==> src/rtl/rtas_pkg.sv <==
// Package of offsets, field layouts and reset values for the remote target address slots.
package rtas_pkg;
	localparam int unsigned SLOT_FIRST      = 2;
	localparam int unsigned SLOT_COUNT      = 5;
	localparam logic [7:0]  ADDR_PHYS_2     = 8'h3b;
	localparam logic [7:0]  ADDR_PHYS_3     = 8'h3c;
	localparam logic [7:0]  ADDR_PHYS_4     = 8'h3d;
	localparam logic [7:0]  ADDR_PHYS_5     = 8'h3e;
	localparam logic [7:0]  ADDR_PHYS_6     = 8'h3f;
	localparam logic [7:0]  ADDR_ALIAS_2    = 8'h43;
	localparam logic [7:0]  ADDR_ALIAS_3    = 8'h44;
	localparam logic [7:0]  ADDR_ALIAS_4    = 8'h45;
	localparam logic [7:0]  ADDR_ALIAS_5    = 8'h46;
	localparam logic [7:0]  ADDR_ALIAS_6    = 8'h47;
	localparam logic [7:0]  ADDR_REMAP_STAT = 8'h50;
	localparam int unsigned FIELD_ADDR_LSB  = 1;
	localparam int unsigned FIELD_ADDR_MSB  = 7;
	localparam logic [6:0]  RESET_SLOT      = 7'h00;
	localparam logic [6:0]  ALIAS_DISABLED  = 7'h00;
	localparam logic [31:0] RESET_RDATA     = 32'h0000_0000;
endpackage : rtas_pkg

==> src/rtl/rtas_remap.sv <==
// Alias match and address substitution for the remote target slots.
module rtas_remap
	import rtas_pkg::*;
#(
	parameter int unsigned NSLOT = SLOT_COUNT
) (
	input  wire logic [NSLOT*7-1:0] alias_flat,
	input  wire logic [NSLOT*7-1:0] phys_flat,
	input  wire logic [6:0]         addr_in,
	output logic                    hit,
	output logic [6:0]              addr_out,
	output logic [2:0]              hit_slot
);
	always_comb begin
		hit      = 1'b0;
		addr_out = addr_in;
		hit_slot = 3'h0;
		for (int i = 0; i < NSLOT; i++) begin
			if (!hit && alias_flat[i*7 +: 7] != ALIAS_DISABLED &&
			    alias_flat[i*7 +: 7] == addr_in) begin
				hit      = 1'b1;
				addr_out = phys_flat[i*7 +: 7];
				hit_slot = 3'(i);
			end
		end
	end
endmodule : rtas_remap

==> src/rtl/rtas_slots.sv <==
// Register bank of remote target address slots 2 to 6 with alias remap, APB slave.
// Operation
// - Slots hold 7-bit address, bits 7:1, reset zero.
// - Slot value is the far-side physical address.
// - Alias match replaces transaction address with slot.
// - Remapped transaction goes over the control channel.
// - Alias N pairs with slot N; consecutive offsets.
// - Zero alias disables its slot entirely.
//
// Added by the designer: the APB register port.
module rtas_slots
	import rtas_pkg::*;
#(
	parameter int unsigned NSLOT = SLOT_COUNT
) (
	input  wire logic        clk_sys,
	input  wire logic        reset_n,
	input  wire logic        clk_en,
	input  wire logic        psel,
	input  wire logic        penable,
	input  wire logic        pwrite,
	input  wire logic [31:0] paddr,
	input  wire logic [31:0] pwdata,
	input  wire logic [3:0]  pstrb,
	output logic             pready,
	output logic [31:0]      prdata,
	output logic             pslverr,
	input  wire logic        txn_valid,
	input  wire logic [6:0]  txn_addr,
	input  wire logic        txn_rnw,
	output logic             chan_valid,
	output logic [6:0]       chan_addr,
	output logic             chan_rnw,
	output logic             local_valid,
	output logic [6:0]       local_addr,
	output logic             local_rnw
);
	logic [6:0]         phys_q  [NSLOT];
	logic [6:0]         phys_d  [NSLOT];
	logic [6:0]         alias_q [NSLOT];
	logic [6:0]         alias_d [NSLOT];
	logic [31:0]        prdata_q;
	logic [31:0]        prdata_d;
	logic               perr_q;
	logic               perr_d;
	logic               ld_q;
	logic               ld_d;
	logic               cv_q;
	logic               cv_d;
	logic               lv_q;
	logic               lv_d;
	logic               rnw_q;
	logic               rnw_d;
	logic [6:0]         ca_q;
	logic [6:0]         ca_d;
	logic [6:0]         la_q;
	logic [6:0]         la_d;
	logic [7:0]         hits_q;
	logic [7:0]         hits_d;
	logic [2:0]         last_q;
	logic [2:0]         last_d;
	logic [NSLOT*7-1:0] alias_flat;
	logic [NSLOT*7-1:0] phys_flat;
	logic               hit;
	logic [6:0]         remap_addr;
	logic [2:0]         hit_slot;
	logic               acc;
	logic               done;

	function automatic logic [31:0] word_addr(input logic [7:0] off);
		return {22'h0, off, 2'b00};
	endfunction : word_addr

	function automatic int slot_of(input logic [31:0] a, input logic [7:0] base);
		int r;
		r = -1;
		for (int i = 0; i < NSLOT; i++) begin
			if (a == word_addr(base + 8'(i))) begin
				r = i;
			end
		end
		return r;
	endfunction : slot_of

	always_comb begin
		for (int i = 0; i < NSLOT; i++) begin
			alias_flat[i*7 +: 7] = alias_q[i];
			phys_flat[i*7 +: 7]  = phys_q[i];
		end
	end

	rtas_remap #(.NSLOT(NSLOT)) u_remap (
		.alias_flat (alias_flat),
		.phys_flat  (phys_flat),
		.addr_in    (txn_addr),
		.hit        (hit),
		.addr_out   (remap_addr),
		.hit_slot   (hit_slot)
	);

	// One wait state lets read data and error settle in a flip-flop before ready.
	assign acc     = psel && penable;
	assign done    = acc && ld_q;
	assign pready  = ld_q && clk_en;
	assign prdata  = prdata_q;
	assign pslverr = perr_q;

	always_comb begin
		int ps;
		int as;
		ps       = slot_of(paddr, ADDR_PHYS_2);
		as       = slot_of(paddr, ADDR_ALIAS_2);
		phys_d   = phys_q;
		alias_d  = alias_q;
		prdata_d = prdata_q;
		perr_d   = perr_q;
		ld_d     = ld_q;
		if (done && pwrite && pstrb[0]) begin
			if (ps >= 0) begin
				phys_d[ps] = pwdata[FIELD_ADDR_MSB:FIELD_ADDR_LSB];
			end else if (as >= 0) begin
				alias_d[as] = pwdata[FIELD_ADDR_MSB:FIELD_ADDR_LSB];
			end
		end
		if (!psel || done) begin
			ld_d   = 1'b0;
			perr_d = 1'b0;
		end else if (acc && !ld_q) begin
			ld_d   = 1'b1;
			perr_d = 1'b0;
			if (ps >= 0) begin
				if (!pwrite) begin
					prdata_d = {24'h0, phys_q[ps], 1'b0};
				end
			end else if (as >= 0) begin
				if (!pwrite) begin
					prdata_d = {24'h0, alias_q[as], 1'b0};
				end
			end else if (paddr == word_addr(ADDR_REMAP_STAT)) begin
				if (!pwrite) begin
					prdata_d = {21'h0, last_q, hits_q};
				end
			end else begin
				perr_d = 1'b1;
				if (!pwrite) begin
					prdata_d = RESET_RDATA;
				end
			end
		end
	end

	always_ff @(posedge clk_sys) begin
		if (!reset_n) begin
			for (int i = 0; i < NSLOT; i++) begin
				phys_q[i]  <= RESET_SLOT;
				alias_q[i] <= RESET_SLOT;
			end
			prdata_q <= RESET_RDATA;
			perr_q   <= 1'b0;
			ld_q     <= 1'b0;
		end else if (clk_en) begin
			phys_q   <= phys_d;
			alias_q  <= alias_d;
			prdata_q <= prdata_d;
			perr_q   <= perr_d;
			ld_q     <= ld_d;
		end
	end

	always_comb begin
		cv_d  = 1'b0;
		lv_d  = 1'b0;
		ca_d  = ca_q;
		la_d  = la_q;
		rnw_d = rnw_q;
		if (txn_valid) begin
			rnw_d = txn_rnw;
			if (hit) begin
				cv_d = 1'b1;
				ca_d = remap_addr;
			end else begin
				lv_d = 1'b1;
				la_d = txn_addr;
			end
		end
	end

	always_ff @(posedge clk_sys) begin
		if (!reset_n) begin
			cv_q  <= 1'b0;
			lv_q  <= 1'b0;
			ca_q  <= RESET_SLOT;
			la_q  <= RESET_SLOT;
			rnw_q <= 1'b0;
		end else if (clk_en) begin
			cv_q  <= cv_d;
			lv_q  <= lv_d;
			ca_q  <= ca_d;
			la_q  <= la_d;
			rnw_q <= rnw_d;
		end
	end

	always_comb begin
		hits_d = hits_q;
		last_d = last_q;
		if (txn_valid && hit) begin
			hits_d = hits_q + 8'h01;
			last_d = 3'(hit_slot + 3'(SLOT_FIRST));
		end
	end

	always_ff @(posedge clk_sys) begin
		if (!reset_n) begin
			hits_q <= 8'h00;
			last_q <= 3'h0;
		end else if (clk_en) begin
			hits_q <= hits_d;
			last_q <= last_d;
		end
	end

	assign chan_valid  = cv_q;
	assign chan_addr   = ca_q;
	assign chan_rnw    = rnw_q;
	assign local_valid = lv_q;
	assign local_addr  = la_q;
	assign local_rnw   = rnw_q;
endmodule : rtas_slots

==> config.mk <==
export PLATFORM = sky130hd
export DESIGN_NAME = rtas_slots
export DESIGN_NICKNAME = d
export VERILOG_FILES = /design/src/rtl/rtas_pkg.sv /design/src/rtl/rtas_remap.sv /design/src/rtl/rtas_slots.sv
export SDC_FILE = /design/constraint.sdc
export NUM_CORES = 1
export LEC_CHECK = 0
export ABC_AREA = 1
export BUFFER_PORTS_ARGS = -buffer_cell sky130_fd_sc_hd__buf_2
export CELL_PAD_IN_SITES_DETAIL_PLACEMENT = 0
export CELL_PAD_IN_SITES_GLOBAL_PLACEMENT = 1
export CORE_AREA = 2 2 132 134
export DETAILED_ROUTE_END_ITERATION = 8
export DIE_AREA = 0 0 134 136
export GPL_TIMING_DRIVEN = 0
export HOLD_SLACK_MARGIN = 0.12
export PLACE_DENSITY = 0.83
export SLEW_MARGIN = 40
export SYNTH_ARGS = -nofsm -noshare
export SYNTH_HDL_FRONTEND = slang
export SYNTH_HIERARCHICAL = 1
export SYNTH_SLANG_ARGS = --single-unit
==> constraint.sdc <==
create_clock -name clk_sys -period 5 [get_ports clk_sys]
set_clock_uncertainty 0.15 [all_clocks]
set_input_delay 0.25 -clock clk_sys [delete_from_list [all_inputs] [get_ports clk_sys]]
set_output_delay 0.25 -clock clk_sys [all_outputs]
set_load 0.1 [all_outputs]
==> summary.md <==
| Metric | Value |
|---|---|
| Total gr overflow | 0 |
| Routed length per instance | 15.53 um |
| I/O pin count | 135 |
| Worst-Margin Slew | 827.1 ps |
| Number of gates resized after CTS | 0 |
| Most used cell, CP | nand2_1 |
| Total GRT Usage | 0.2485 |
| Post-synth EDFFs | 0 |
| DRT iter0 DRCs | 510 |
| Max_cap viols | 0 |
| Most common cell after layout, fill and taps aside | nand2_1 |
| Status | completed |
| Net Sw Power | 0.0005742 W |
| Gp weighted congestion | 0.9971 |
| Met1 usage | 0.3361 |
| Placed insts | 1397 |
| Kind of end point of the critical path | flip-flop |
| Vias | 7080 |
| Slew Limit Fails | 0 |
| Mapped Cells | 1068 |
| Clk buf depth | 2 |
| Residual DRC | 0 |
| Worst slack at placement | 1952 ps |
| Commonest non-fill, non-tap cells in the layout | nand2_1 (238), nor2_1 (168), dfxtp_1 (111) |
| Postcts setup bufs | 0 |
| Initial antenna violation count | 0 |
| Clock latency on the worst-skew pair | 360 ps |
| Number of global-route vias before repair | 6414 |
| Hold Vio Cnt, Final | 0 |
| Ys flop type | dfxtp_1 |
| Gr busiest metal | met2 |
| Via/cell ratio | 4.944 |
| Worst Path Buf+Inv | 6 |
| CP top delay family | simple AND/OR/NAND/NOR gates |
| First-pass GRT wire length | 34690 um |
| # diodes | 0 |
| Post-layout min period | 3275 ps |
| DRT antenna net count | 0 |
| Seq/Total Area, Yosys | 0.3205 |
| Syn avg cell area | 6.491 um^2 |
| Share of post-route cells with drive strength above 1 | 0.1756 |
| Crit Path Max Fanout | 9 |
| Asr flop ratio synth | 0 |
| Final setup violating endpoints | 0 |
| PnR worst setup slack | 1725 ps |
| Dpl hpwl | 17270 um |
| Final Cycle Share | 0.6550 |
| Clock network fraction of total power | 0.392 |
| CP max stage delay | 530 ps |
| Row cnt | 48 |
| Htree depth | 3 |
| Die Area | 18220 um^2 |
| Nets | 1286 |
| Total Wirelength | 22240 um |
| Slew HR | 0.4440 |
| Comb power frac | 0.147 |
| Core footprint | 16880 um^2 |
| Worst Path Class, Setup | in2reg |
| Fmax achieved | 0.3054 GHz |
| Netlist cell types | 43 |
| Cell at the root of the clock tree | clkbuf_16 |
| Cell area after synthesis | 6933 um^2 |
| Die Y | 136 um |
| Starting Density | 0.4108 |
| CTS tree | done |
| Sw frac | 0.2976 |
| Maximum vdd drop | 166.3 uV |
| CTS Hold Buffers Added | 19 |
| Pwr per Cell Area | 235.1 nW/um^2 |
| Clk pin slew, worst setup/hold paths | 80 ps |
| Non-filler cells, final | 1432 |
| Hold WS | 148.3 ps |
| Met2 Use GR | 0.3994 |
| TritonCTS buffer count | 9 |
| Startpoint class of the critical path | input pin |
| Critical path's slowest cell | dlygate4sd3_1 |
| Syn. warnings | 6 |
| Flop pwr share | 0.462 |
| #FFs+latches synth | 111 |
| Crit path DAT | 3380 ps |
| Critical Path RT | 5110 ps |
| Power Internal | 0.001355 W |
| Hold Path Class | in2reg |
| CP Cell Sequence | dlygate4sd3_1, buf_2, buf_4, inv_2, nand2_1, nand2_1, nand3_4, nand2_4, nor2_1, nand2_1, inv_1, nor2_1, nand4_1, nor2_1, inv_1, nor3_1, nand3_1, nand2_1, a21oi_1 |
| DRT Pass-1 Iters | 6 |
| I/O Buffers | 84 |
| Largest net degree at the start of global routing | 20 |
| Area Growth Syn to Fin | 18.37% |
| CTS Sinks | 111 |
| LEAKAGE | 3.684 nW |
| RSZ-0062 raised after global routing | no |
| Met3 GRT Util | 0.03915 |
| Setup TNS | 0 ps |
| Die W | 134 um |
-- layer usage --
metal / routed length [um] / share of wire / vias up
li1: - / - / 3671
met1: 10360 / 0.47 / 3148
met2: 9834 / 0.44 / 214
met3: 1285 / 0.058 / 47
met4: 763 / 0.034 / 0
met5: 0 / 0 / -
-- kinds of logic (layout without fill, tap and decap cells) --
family                     after synthesis  in the layout  synth area share
and+or+nand+nor                        581            581            0.3837
buffers and inverters                  186            305            0.1271
AOI/OAI and AO/OA                      170            170            0.1437
DFF                                    111            111            0.3205
xor gates and xnor gates                18             18           0.02274
adders and majority gates                1              1          0.001804
other                                    1             21         0.0005409
-- worst reg2reg max path: stages (launching register included) --
cell and delay [ps]:
dfxtp_1 430, nor2_1 70, nand3_1 70, nand2_1 50, nand2_1 300, nand3_4 230, nand2_4 130, nor2_1 50
nand2_1 110, inv_1 50, nor2_1 370, nand4_1 180, nor2_1 120, inv_1 60, nor3_1 290, nand3_1 110
nand2_1 80, a21oi_1 40
-- synthesized netlist by cell type, drive strengths merged (2+ instances only) --
master  count  area share
nand3b      8      0.0087
xor2       11       0.014
a211oi     21       0.026
o21a        8      0.0087
xnor2       7      0.0088
nand4      21       0.021
a21oi      70       0.052
buf        49       0.053
nor3b       2      0.0022
nor2      187        0.11
inv       121       0.066
and2        2      0.0018
nor3       18       0.017
nand2     249        0.14
o21ai      61       0.044
o211a       8       0.012
nand3      92       0.075
dfxtp     111        0.32
clkbuf     15      0.0081
-- path summary, 6_finish.rpt --
check | start | to | slack, ps | depth (start not counted)
max | txn_addr[6] | hits_q[7]$_SDFFE_PN0P_ | 1730 | 19
min | txn_addr[1] | local_addr[1]$_SDFFE_PN0P_ | 150 | 3
max reg2reg | alias_flat[0]$_SDFFE_PN0P_ | hits_q[7]$_SDFFE_PN0P_ | 2000 | 17
min reg2reg | local_valid$_SDFFE_PN0P_ | local_valid$_SDFFE_PN0P_ | 310 | 2
-- layout make-up --
| type | count | area [um^2] |
|---|---|---|
| Clock inverter | 7 | 81.33 |
| Sequential cell | 111 | 2222 |
| Timing Repair Buffer | 103 | 610.6 |
| Tap cell | 225 | 281.5 |
| Inverter | 122 | 457.9 |
| Buffer | 64 | 422.9 |
| Clock buffer | 9 | 225.2 |
| Multi-Input combinational cell | 791 | 3905 |
| Fill cell | 1798 | 8670 |
-- registers in the layout, summed over array words and instances, names as in the netlist --
register,count
last_q,3
local_addr,7
chan_addr,7
prdata,11
chan_valid,1
ld_q,1
phys_flat,35
hits_q,8
alias_flat,35
chan_rnw,1
local_valid,1
pslverr,1
-- power by group through the flow --
stage	Clock, W	Combinational [W]	Sequential [W]
detailed placement	0	0.000270	0.000912
global placement	0	0.000269	0.000912
CTS	0.000770	0.000282	0.000891
floorplan	0	0.000166	0.000947
global route	0.000805	0.000303	0.000891
finish	0.000755	0.000283	0.000891
-- metrics by stage --
stage | area [um^2] | power, W | utilization
2_1_floorplan | 7008 | 0.001113 | -
3_3_place_gp | 7710 | 0.001181 | 0.4569
3_5_place_dp | 7710 | 0.001182 | 0.4569
4_1_cts | 8207 | 0.001942 | 0.4863
5_1_grt | 8207 | 0.001999 | 0.4863
6_report | 8207 | 0.001929 | 0.4863
No activity file was read; power rests on OpenSTA's default activity.
